**src/mp_decode_pkg.sv**
```systemverilog
package mp_decode_pkg;

  // class and field positions of the long-immediate / three-register format
  localparam int CLASS_HI_POS = 21;
  localparam int CLASS_LO_POS = 20;
  localparam int OPC_HI = 19;
  localparam int OPC_LO = 13;
  localparam int LIMM_POS = 12;
  localparam int MOD_POS = 15;
  localparam int SIZE_HI = 14;
  localparam int SIZE_LO = 13;
  localparam int SCALE_POS = 11;
  localparam int DIRECT_POS = 10;
  localparam int ANNUL_POS = 13;
  localparam int EMU_POS = 27;
  localparam int FLAGS_POS = 27;
  localparam int INV_POS = 11;
  localparam int ROT_SENSE_POS = 10;
  localparam int DEST_HI = 31;
  localparam int DEST_LO = 27;
  localparam int SRC2_HI = 26;
  localparam int SRC2_LO = 22;
  localparam int SRC1_HI = 4;
  localparam int SRC1_LO = 0;
  localparam int EMASK_HI = 9;
  localparam int EMASK_LO = 5;

  // access sizes
  localparam logic [1:0] SIZE_BYTE = 2'h0;
  localparam logic [1:0] SIZE_HALF = 2'h1;
  localparam logic [1:0] SIZE_WORD = 2'h2;
  localparam logic [1:0] SIZE_DOUBLE = 2'h3;

  typedef enum logic [3:0] {
    OP_NONE, OP_TRAP, OP_CMND, OP_RDCR, OP_SWCR, OP_BRCR, OP_SHIFT,
    OP_LOGIC, OP_LOAD, OP_LOADU, OP_STORE, OP_DCACHE, OP_BRANCH,
    OP_CMP, OP_ADD, OP_SUB
  } op_class_e;

  // decoded controls handed to the execute stages
  typedef struct packed {
    logic valid;
    logic illegal;
    op_class_e op;
    logic [6:0] opc;
    logic [4:0] dest;
    logic [4:0] src2;
    logic [4:0] src1;
    logic [31:0] operand;
    logic use_limm;
    logic [3:0] size_bytes;
    logic writeback;
    logic scale;
    logic direct_ext;
    logic annul_taken;
    logic emu_trap;
    logic clear_flags;
    logic rot_sense;
    logic inv_mask;
    logic [4:0] endmask;
  } dec_out_s;

endpackage : mp_decode_pkg

```
**src/mp_op_match.sv**
```systemverilog
`timescale 1ns/10ps
// classifies the seven opcode bits of the long/three-register format
module mp_op_match
  import mp_decode_pkg::*;
(
  input wire logic [6:0] opc_i,
  output op_class_e op_o
);

  // opcode table; unlisted codes give OP_NONE
  always_comb begin
    op_o = OP_NONE;
    case (opc_i)
      7'h01: op_o = OP_TRAP;
      7'h02: op_o = OP_CMND;
      7'h04: op_o = OP_RDCR;
      7'h05: op_o = OP_SWCR;
      7'h06: op_o = OP_BRCR;
      7'h11, 7'h12, 7'h14, 7'h16, 7'h17: op_o = OP_LOGIC;
      7'h18, 7'h19, 7'h1B, 7'h1D, 7'h1E: op_o = OP_LOGIC;
      7'h38, 7'h3C: op_o = OP_DCACHE; // opcode bit 2 is the modify bit
      7'h50: op_o = OP_CMP;
      7'h58, 7'h59: op_o = OP_ADD;
      7'h5A, 7'h5B: op_o = OP_SUB;
      default: begin
        // the shift group, and groups whose low opcode bits carry modify, size or annul
        if (opc_i[6:3] == 4'h1) op_o = OP_SHIFT;
        else if (opc_i[6:3] == 4'h4) op_o = OP_LOAD;
        else if (opc_i[6:3] == 4'h5) op_o = OP_LOADU;
        else if (opc_i[6:3] == 4'h6) op_o = OP_STORE;
        else if (opc_i[6:3] == 4'h8 && !opc_i[1]) op_o = OP_BRANCH;
        else if (opc_i[6:3] == 4'h9 && opc_i[2:1] != 2'h3) op_o = OP_BRANCH;
        else op_o = OP_NONE;
      end
    endcase
  end

endmodule : mp_op_match

```
**src/mp_long_decode.sv**
```systemverilog
`timescale 1ns/10ps
// Functional notes
// RULE1 - bits 21 and 20 both set select this format class
// RULE2 - access size field: 0 byte, 1 halfword, 2 word, 3 doubleword
// RULE3 - modify bit on load, store, cache flush writes address back
// RULE4 - annul bit suppresses delay slot only when branch taken
// RULE5 - direct bit sends load or store straight to external memory
// RULE6 - shift rotate-sense picks direction; invert bit complements endmask
// RULE7 - trap passes its emulation-trap bit on
// RULE8 - cache flush flag bit also clears sub-block present flags
// RULE9 - producers code every reserved bit as zero
// RULE10 - long-immediate bit takes next 32-bit word as operand; the code ignores the bit on shifts
// RULE11 - scale bit multiplies offset by access size in bytes
// RULE12 - encodings matching no listed pattern are flagged illegal
module mp_long_decode
  import mp_decode_pkg::*;
(
  input wire logic clk_i,
  input wire logic rst_n_i,
  input wire logic instr_valid_i,
  input wire logic [31:0] instr_i,
  input wire logic imm_valid_i,
  input wire logic [31:0] imm_i,
  input wire logic branch_taken_i,
  output logic imm_wait_o,
  output logic annul_slot_o,
  output dec_out_s dec_o
);

  typedef enum {ST_IDLE, ST_IMM} dec_state_e;

  dec_state_e state_q;
  dec_out_s held_q;
  dec_out_s cur_d;
  op_class_e op_w;
  logic [6:0] opc_w;
  logic class_hit_w;
  logic annul_pend_q;

  assign opc_w = instr_i[OPC_HI:OPC_LO];
  assign class_hit_w = instr_i[CLASS_HI_POS] & instr_i[CLASS_LO_POS]; // RULE1

  mp_op_match u_match (
    .opc_i(opc_w),
    .op_o(op_w)
  );

  // field extraction for one instruction word
  always_comb begin
    logic mem_w;
    mem_w = 1'b0;
    cur_d = '0;
    cur_d.valid = instr_valid_i;
    cur_d.op = class_hit_w ? op_w : OP_NONE; // RULE1
    cur_d.illegal = instr_valid_i
                    & (!class_hit_w || op_w == OP_NONE); // RULE12
    cur_d.opc = opc_w;
    cur_d.dest = instr_i[DEST_HI:DEST_LO];
    cur_d.src2 = instr_i[SRC2_HI:SRC2_LO];
    cur_d.src1 = instr_i[SRC1_HI:SRC1_LO];
    cur_d.use_limm = instr_i[LIMM_POS] && cur_d.op != OP_SHIFT; // RULE10
    mem_w = cur_d.op inside {OP_LOAD, OP_LOADU, OP_STORE};
    if (mem_w) begin
      case (instr_i[SIZE_HI:SIZE_LO]) // RULE2
        SIZE_BYTE: cur_d.size_bytes = 4'h1;
        SIZE_HALF: cur_d.size_bytes = 4'h2;
        SIZE_WORD: cur_d.size_bytes = 4'h4;
        default: cur_d.size_bytes = 4'h8;
      endcase
      cur_d.scale = instr_i[SCALE_POS]; // RULE11
      cur_d.direct_ext = instr_i[DIRECT_POS]; // RULE5
    end
    cur_d.writeback = (mem_w || cur_d.op == OP_DCACHE)
                      && instr_i[MOD_POS]; // RULE3
    cur_d.annul_taken = cur_d.op == OP_BRANCH && instr_i[ANNUL_POS];
    cur_d.emu_trap = cur_d.op == OP_TRAP && instr_i[EMU_POS]; // RULE7
    cur_d.clear_flags = cur_d.op == OP_DCACHE && instr_i[FLAGS_POS]; // RULE8
    if (cur_d.op == OP_SHIFT) begin
      cur_d.rot_sense = instr_i[ROT_SENSE_POS]; // RULE6
      cur_d.inv_mask = instr_i[INV_POS]; // RULE6
      cur_d.endmask = instr_i[EMASK_HI:EMASK_LO];
    end
    // reserved bits are assumed zero and not checked (RULE9 on producers)
    cur_d.operand = {27'h0, cur_d.src1};
  end

  // instruction / immediate sequencing
  always_ff @(posedge clk_i) begin
    if (!rst_n_i) begin
      state_q <= ST_IDLE;
      held_q <= '0;
      dec_o <= '0;
      imm_wait_o <= 1'b0;
    end else begin
      case (state_q)
        ST_IDLE: begin
          if (instr_valid_i && cur_d.use_limm && !cur_d.illegal) begin
            held_q <= cur_d;
            state_q <= ST_IMM;
            imm_wait_o <= 1'b1;
            dec_o <= '0;
          end else begin
            dec_o <= cur_d;
          end
        end
        ST_IMM: begin
          dec_o <= '0;
          if (imm_valid_i) begin
            dec_o <= held_q;
            dec_o.operand <= imm_i; // RULE10
            state_q <= ST_IDLE;
            imm_wait_o <= 1'b0;
          end
        end
        default: state_q <= ST_IDLE;
      endcase
    end
  end

  // delay-slot annulment once the branch outcome is known
  always_ff @(posedge clk_i) begin
    if (!rst_n_i) begin
      annul_pend_q <= 1'b0;
      annul_slot_o <= 1'b0;
    end else begin
      annul_slot_o <= annul_pend_q && branch_taken_i; // RULE4
      annul_pend_q <= dec_o.valid && dec_o.annul_taken;
    end
  end
endmodule : mp_long_decode

```
**config.mk**
```make
export PLATFORM = sky130hd
export DESIGN_NAME = mp_long_decode
export DESIGN_NICKNAME = d
export VERILOG_FILES = /design/src/mp_decode_pkg.sv /design/src/mp_op_match.sv /design/src/mp_long_decode.sv
export SDC_FILE = /design/constraint.sdc
export NUM_CORES = 1
export LEC_CHECK = 0
export BUFFER_PORTS_ARGS = -buffer_cell sky130_fd_sc_hd__buf_2
export CAP_MARGIN = 20
export CELL_PAD_IN_SITES_DETAIL_PLACEMENT = 2
export CELL_PAD_IN_SITES_GLOBAL_PLACEMENT = 2
export CORE_ASPECT_RATIO = 0.7
export CORE_MARGIN = 8
export CORE_UTILIZATION = 27
export DETAILED_ROUTE_END_ITERATION = 12
export PLACE_DENSITY = 0.78
export SLEW_MARGIN = 20
export SYNTH_ARGS = -nofsm -noshare
export SYNTH_HDL_FRONTEND = slang
export SYNTH_SLANG_ARGS = --single-unit
```
**constraint.sdc**
```tcl
create_clock -name clk_i -period 2.2 [get_ports clk_i]
set_input_delay 0 -clock clk_i [delete_from_list [all_inputs] [get_ports clk_i]]
set_output_delay 0 -clock clk_i [all_outputs]
set_load 0.05 [all_outputs]
```
== After elaboration in Yosys (flattened, before gate mapping) ==
Cells that the tools add are included.

* Input port bits: 69
* Word-level logic and storage cells: 134
* Register bits after elaboration: 159
* Output and inout bits: 80

* Mux-type cells: 21
* Bitwise logic cells: 2
* Equality and inequality tests: 42
* Reductions and logical operators: 28

{| class="wikitable"
|+ Operators with widths
! operator !! number
|-
| $mux 78 || 2
|-
| $pmux 78 s2 || 1
|-
| $eq 7x5->1 const B || 10
|-
| $mux 32 || 2
|-
| $pmux 32 s2 || 1
|-
| $pmux 4 s10 || 1
|-
| $eq 7x7->1 const B || 5
|-
| $eq 32x1->1 const B || 1
|-
| $logic_not 32->1 || 1
|-
| $mux 4 || 8
|-
| $eq 4x4->1 const B || 7
|-
| $eq 7x3->1 const B || 3
|-
| $eq 4x3->1 const B || 4
|-
| $eq 7x6->1 const B || 2
|-
| $pmux 4 s3 || 1
|-
| $logic_and 1x1->1 || 11
|-
| $reduce_or 10->1 || 1
|-
| $eq 4x1->1 const B || 2
|-
| $eq 7x1->1 const B || 1
|-
| $eq 7x2->1 const B || 1
|-
| $mux 7 || 1
|-
| $ne 2x2->1 const B || 3
|-
| $reduce_or 2->1 || 3
|-
| $logic_not 4->1 || 1
|-
| 14 further kinds || 20
|}

== Longest topological paths before layout ==
* Depth after elaboration: 16
* Mapped depth: 11
* Depth with buffers taken out: 7

== Cells and area by module ==
A second synthesis with hierarchy kept.

* Cell total of the unflattened synthesis: 470
* Area total of the unflattened synthesis: 4,753.3 µm²

{| class="wikitable"
|+ By module, submodules not included
! module !! sequential area each (µm²) !! instances !! area each (µm²) !! cells each
|-
| mp_long_decode || 2,542.4 || 1 || 4,312.9 || 408
|-
| mp_op_match || 0.0 || 1 || 440.4 || 62
|}

== Worst setup path after synthesis ==
OpenSTA, ideal clock, no wires.

* Path type: in2reg
* From: input port instr_i[15]
* To: register dec_o[15] in the netlist's numbering
* Buffers on the path: 3
* Arrival: 2.109 ns
* Slack: -0.026 ns
* Data required time: 2.083 ns
* Stages on the path: 10
* Path through: buf_4 -> or4_1 -> o21ai_1 -> o311ai_2 -> a41o_1 -> or2_1 -> o21a_1 -> buf_6 -> buf_6 -> a32o_1

* Cells in the longest elaborated chain, start to end: 16
* Elaborated cells between the ends (all ways): 51

{| class="wikitable"
|+ Ends and longest elaborated chain
! item !! line !! RTL
|-
| start: declaration || mp_long_decode.sv:21 || <nowiki>input wire logic [31:0] instr_i,</nowiki>
|-
| $ne 2x2->1 || mp_op_match.sv:32 || <nowiki>else if (opc_i[6:3] == 4'h9 && opc_i[2:1] != 2'h3) op_o = OP_BRANCH;</nowiki>
|-
| $logic_and 1x1->1 || mp_op_match.sv:32 ||
|-
| $mux 4 || mp_op_match.sv:32 ||
|-
| $mux 4 || mp_op_match.sv:31 || <nowiki>else if (opc_i[6:3] == 4'h8 && !opc_i[1]) op_o = OP_BRANCH;</nowiki>
|-
| $mux 4 || mp_op_match.sv:30 || <nowiki>else if (opc_i[6:3] == 4'h6) op_o = OP_STORE;</nowiki>
|-
| $mux 4 || mp_op_match.sv:29 || <nowiki>else if (opc_i[6:3] == 4'h5) op_o = OP_LOADU;</nowiki>
|-
| $mux 4 || mp_op_match.sv:28 || <nowiki>else if (opc_i[6:3] == 4'h4) op_o = OP_LOAD;</nowiki>
|-
| $mux 4 || mp_op_match.sv:27 || <nowiki>if (opc_i[6:3] == 4'h1) op_o = OP_SHIFT;</nowiki>
|-
| $pmux 4 s10 * || mp_op_match.sv:13 || <nowiki>case (opc_i)</nowiki>
|-
| parallel branches: the longest is 5 deep, another holds $mux 4 || - ||
|-
| $mux 78 * || mp_long_decode.sv:97 || <nowiki>if (instr_valid_i && cur_d.use_limm && !cur_d.illegal) begin</nowiki>
|-
| $pmux 78 s2 * || mp_long_decode.sv:95 || <nowiki>case (state_q)</nowiki>
|-
| end signal: assignment || mp_long_decode.sv:103 || <nowiki>dec_o <= cur_d;</nowiki>
|-
| end signal: assignment || mp_long_decode.sv:109 || <nowiki>dec_o <= held_q;</nowiki>
|-
| end: declaration || mp_long_decode.sv:27 || <nowiki>output dec_out_s dec_o</nowiki>
|}

Mark *: on every way between the ends.
A chain may end at the register's enable or synchronous reset.

== Worst setup path in the final report ==
* From: input port instr_i[19]
* To: register held_q[63] in the netlist's numbering

* Cells in the longest elaborated chain, start to end: 15
* Elaborated cells between the ends (all ways): 51

{| class="wikitable"
|+ Ends and longest elaborated chain
! item !! line !! RTL
|-
| $eq 4x4->1 || mp_op_match.sv:32 ||
|-
| $logic_and 1x1->1 || mp_op_match.sv:32 ||
|-
| $mux 4 || mp_op_match.sv:32 ||
|-
| $mux 4 || mp_op_match.sv:31 ||
|-
| $mux 4 || mp_op_match.sv:30 ||
|-
| $mux 4 || mp_op_match.sv:29 ||
|-
| $mux 4 || mp_op_match.sv:28 ||
|-
| $mux 4 || mp_op_match.sv:27 ||
|-
| $pmux 4 s10 * || mp_op_match.sv:13 ||
|-
| $mux 4 / $logic_not 4->1 (equally long branches) || mp_long_decode.sv:54, mp_long_decode.sv:56 ||
|-
| $ne 4x3->1 / $logic_or 1x1->1 (equally long branches) || mp_long_decode.sv:61, mp_long_decode.sv:56 ||
|-
| $logic_and 1x1->1 / $and 1x1->1 (equally long branches) || mp_long_decode.sv:61, mp_long_decode.sv:56 ||
|-
| $logic_and 1x1->1 / $logic_not 1->1 (equally long branches) || mp_long_decode.sv:97 ||
|-
| $logic_and 1x1->1 * || mp_long_decode.sv:97 ||
|-
| $reduce_and 2->1 (no source line) * || - ||
|-
| end signal: assignment || mp_long_decode.sv:98 || <nowiki>held_q <= cur_d;</nowiki>
|-
| end: declaration || mp_long_decode.sv:33 || <nowiki>dec_out_s held_q;</nowiki>
|}

Mark *: on every way between the ends. The rest lies on a longest branch, timed or not.

==> results.tsv <==
metric	value	unit
RSZ-0062 raised after global routing	false	
wire length on met3	991	um
Flop pwr share	0.404	
outcome	completed	
Routed WL	19300	um
NumNets Final	782	
Synth top area share	0.545	
WL met2	9550	um
Total GRT Usage	0.178	
CP Launch Type	input pin	
Setup crit end kind	register	
Finished Core Util	0.420	
Wirelength per Cell	20.1	um
combinational fraction of design power	0.119	
Reg clk slew, reported paths	0.06	ns
worst path required time	2.55	ns
Post-synth EDFFs	0	
vias in the first global route	5351	
largest net degree at the start of global routing	44	
worst setup margin	0.116	ns
Slew Limit Fails	0	
Syn-to-layout area delta	53.6	%
final setup violation count	0	
Initial Utilization	0.273	
top-count cell post-synth	dfxtp_1	
Metal-1 WL	8430	um
Via Count	4642	
syn_nets	546	
TNS Setup	0	ns
total CTS buffers	17	
Skew-Pair Late Insertion Delay	0.43	ns
gr ovfl total	0	
initial DRC count	223	
core area	17100	um2
P_int	4.33	mW
Crit Path Max Fanout	19	
crit path kind	input pin to register	
Root Driver	clkbuf_16	
worst-margin pin slew	0.490	ns
Synth cell types	48	
antenna-violating nets left	0	
slew margin rel.	0.674	
fraction of registers with async set/reset	0	
share of layout cells above drive strength 1	0.333	
post-synthesis area per instance	9.78	um2
first-pass GRT wire length	30600	um
Die ar.	21800	um2
Die Width	173	um
Die Y	126	um
mapped cell area	4670	um2
antenna violations before repair	0	
# H-tree levels	4	
Top Metal Used	met4	
P_sw	1.53	mW
Worst Skew	0.0115	ns
Clk pwr share	0.477	
Final Hold Fails	0	
Syn Inst Count	477	
# IOs	149	
worst min path class	input pin to register	
Setup Slack @ Placement	-0.235	ns
#FFs+latches synth	127	
area leader, netlist	dfxtp_1	
# rows	40	
IO buf count	148	
Synth top cells by count	127 x dfxtp_1, 42 x o21ai_0, 38 x nand3_1	
worst hold margin	0.0293	ns
Pwr Density	818	nW/um2
Sw Share	0.261	
Final Wtd Congestion	0.845	
vias per cell	4.85	
Bufs on Longest Clock Path	2	
Sink Count	127	
top post-synthesis cells by area	dfxtp_1 54%, a22o_1 6.9%, o21ai_0 4.5%, and2_1 4.2%, nand3_1 4.1%	
TritonCTS clock tree	yes	
VDD IR-drop max	0.475	mV
DP HPWL	12800	um
Leak Pwr	3.22	nW
Max-Cap Viols	0	
highest clock rate	480	MHz
top_reg_cell synth	dfxtp_1	
arrival time worst endpoint	2.43	ns
drt drc	0	
Pre-Repair DR Iteration Count	4	
Final Cycle Share	0.947	
minimum clock period	2.08	ns
YS warnings	0	
sequential cell area fraction in the yosys report	0.545	
antenna cells	0	
==> power groups by stage <==
stage	Clock [mW]	Combinational, mW	Sequential [mW]
2_1_floorplan	0	0.206	2.55
3_3_place_gp	0	0.589	2.42
3_5_place_dp	0	0.607	2.42
4_1_cts	2.86	0.694	2.37
5_1_grt	2.97	0.742	2.37
6_report	2.79	0.696	2.37
==> layer usage <==
layer,vias to the layer above,GRT usage
met1,2287,0.207
met2,132,0.305
met5,-,0
met3,23,0.0582
li1,2200,-
met4,0,0.0581
==> final timing paths <==
path | start | end | slack (ns) | depth (start not counted)
worst max-delay path | instr_i[19] | held_q[63]$_SDFFE_PN0P_ | 0.12 | 12
worst max register to register | imm_wait_o$_SDFFE_PN0P_ | dec_o[7]$_SDFF_PN0_ | 0.62 | 4
worst min-delay path | instr_i[18] | dec_o[70]$_SDFF_PN0_ | 0.03 | 3
worst min register to register | held_q[66]$_SDFFE_PN0P_ | dec_o[66]$_SDFF_PN0_ | 0.45 | 2
==> area by class of cell <==
class	instances	area (um2)
Clock inverter	12	138
Fill cell	1828	9900
Sequential cell	127	2540
Tap cell	231	289
Clock buffer	20	447
Inverter	8	30.0
Timing Repair Buffer	260	1790
Multi-Input combinational cell	299	1930
==> critical path, stage by stage <==
cell      delay [ns]
buf_2           0.11
buf_4           0.13
buf_4           0.17
nand3_1         0.11
o21ai_0         0.10
a221oi_1        0.47
o21ai_1         0.21
buf_4           0.20
a41oi_2         0.31
buf_4           0.33
nand3_1         0.12
a21oi_1         0.16
==> sequential cells by signal, indices dropped and copies added (netlist names) <==
name and flops:
dec_o 78, held_q 46, annul_pend_q 1, annul_slot_o 1
imm_wait_o 1
==> stage by stage <==
stage | cells | total power, mW | cell area (um2)
after floorplan | 477 | 2.76 | 4700
after global placement | 868 | 3.00 | 6010
after detailed placement | 868 | 3.02 | 6010
after CTS | 957 | 5.93 | 7160
after global routing | 957 | 6.09 | 7170
final | 957 | 5.86 | 7170
==> cell families after synthesis <==
group | count (synthesis) | synth area share
AOI/OAI and AO/OA | 147 | 0.216
and+or+nand+nor | 142 | 0.169
DFF | 127 | 0.545
buffers and inverters | 51 | 0.0504
muxes | 7 | 0.0150
xor gates and xnor gates | 3 | 0.00563
==> timing repair <==
item                                    4_1_cts  5_1_grt
hold buffers                                 57        0
gates resized for setup                       0        1
endpoints found under the setup margin        0        1
buffers inserted                              0        0
endpoints found under the hold margin        77        0
==> placed cells by master (no fill, tap or decap), types with 3 or more instances in the layout <==
master and count:
mux2i_1 7, nor4bb_1 3, a32o_1 10, buf_12 5, nor3b_1 4, a21boi_0 3, nor2_1 10, a22o_1 37
and3_1 14, dfxtp_1 127, clkinv_4 5, o21a_1 3, and2_1 31, nand3_1 38, xnor2_1 3, a21oi_1 33
buf_2 148, dlygate4sd3_1 57, inv_1 8, nand2_1 22, nand4_1 3, buf_4 50, clkbuf_16 17, o21ai_0 42
Note: power is estimated with default switching activity, not from simulation.
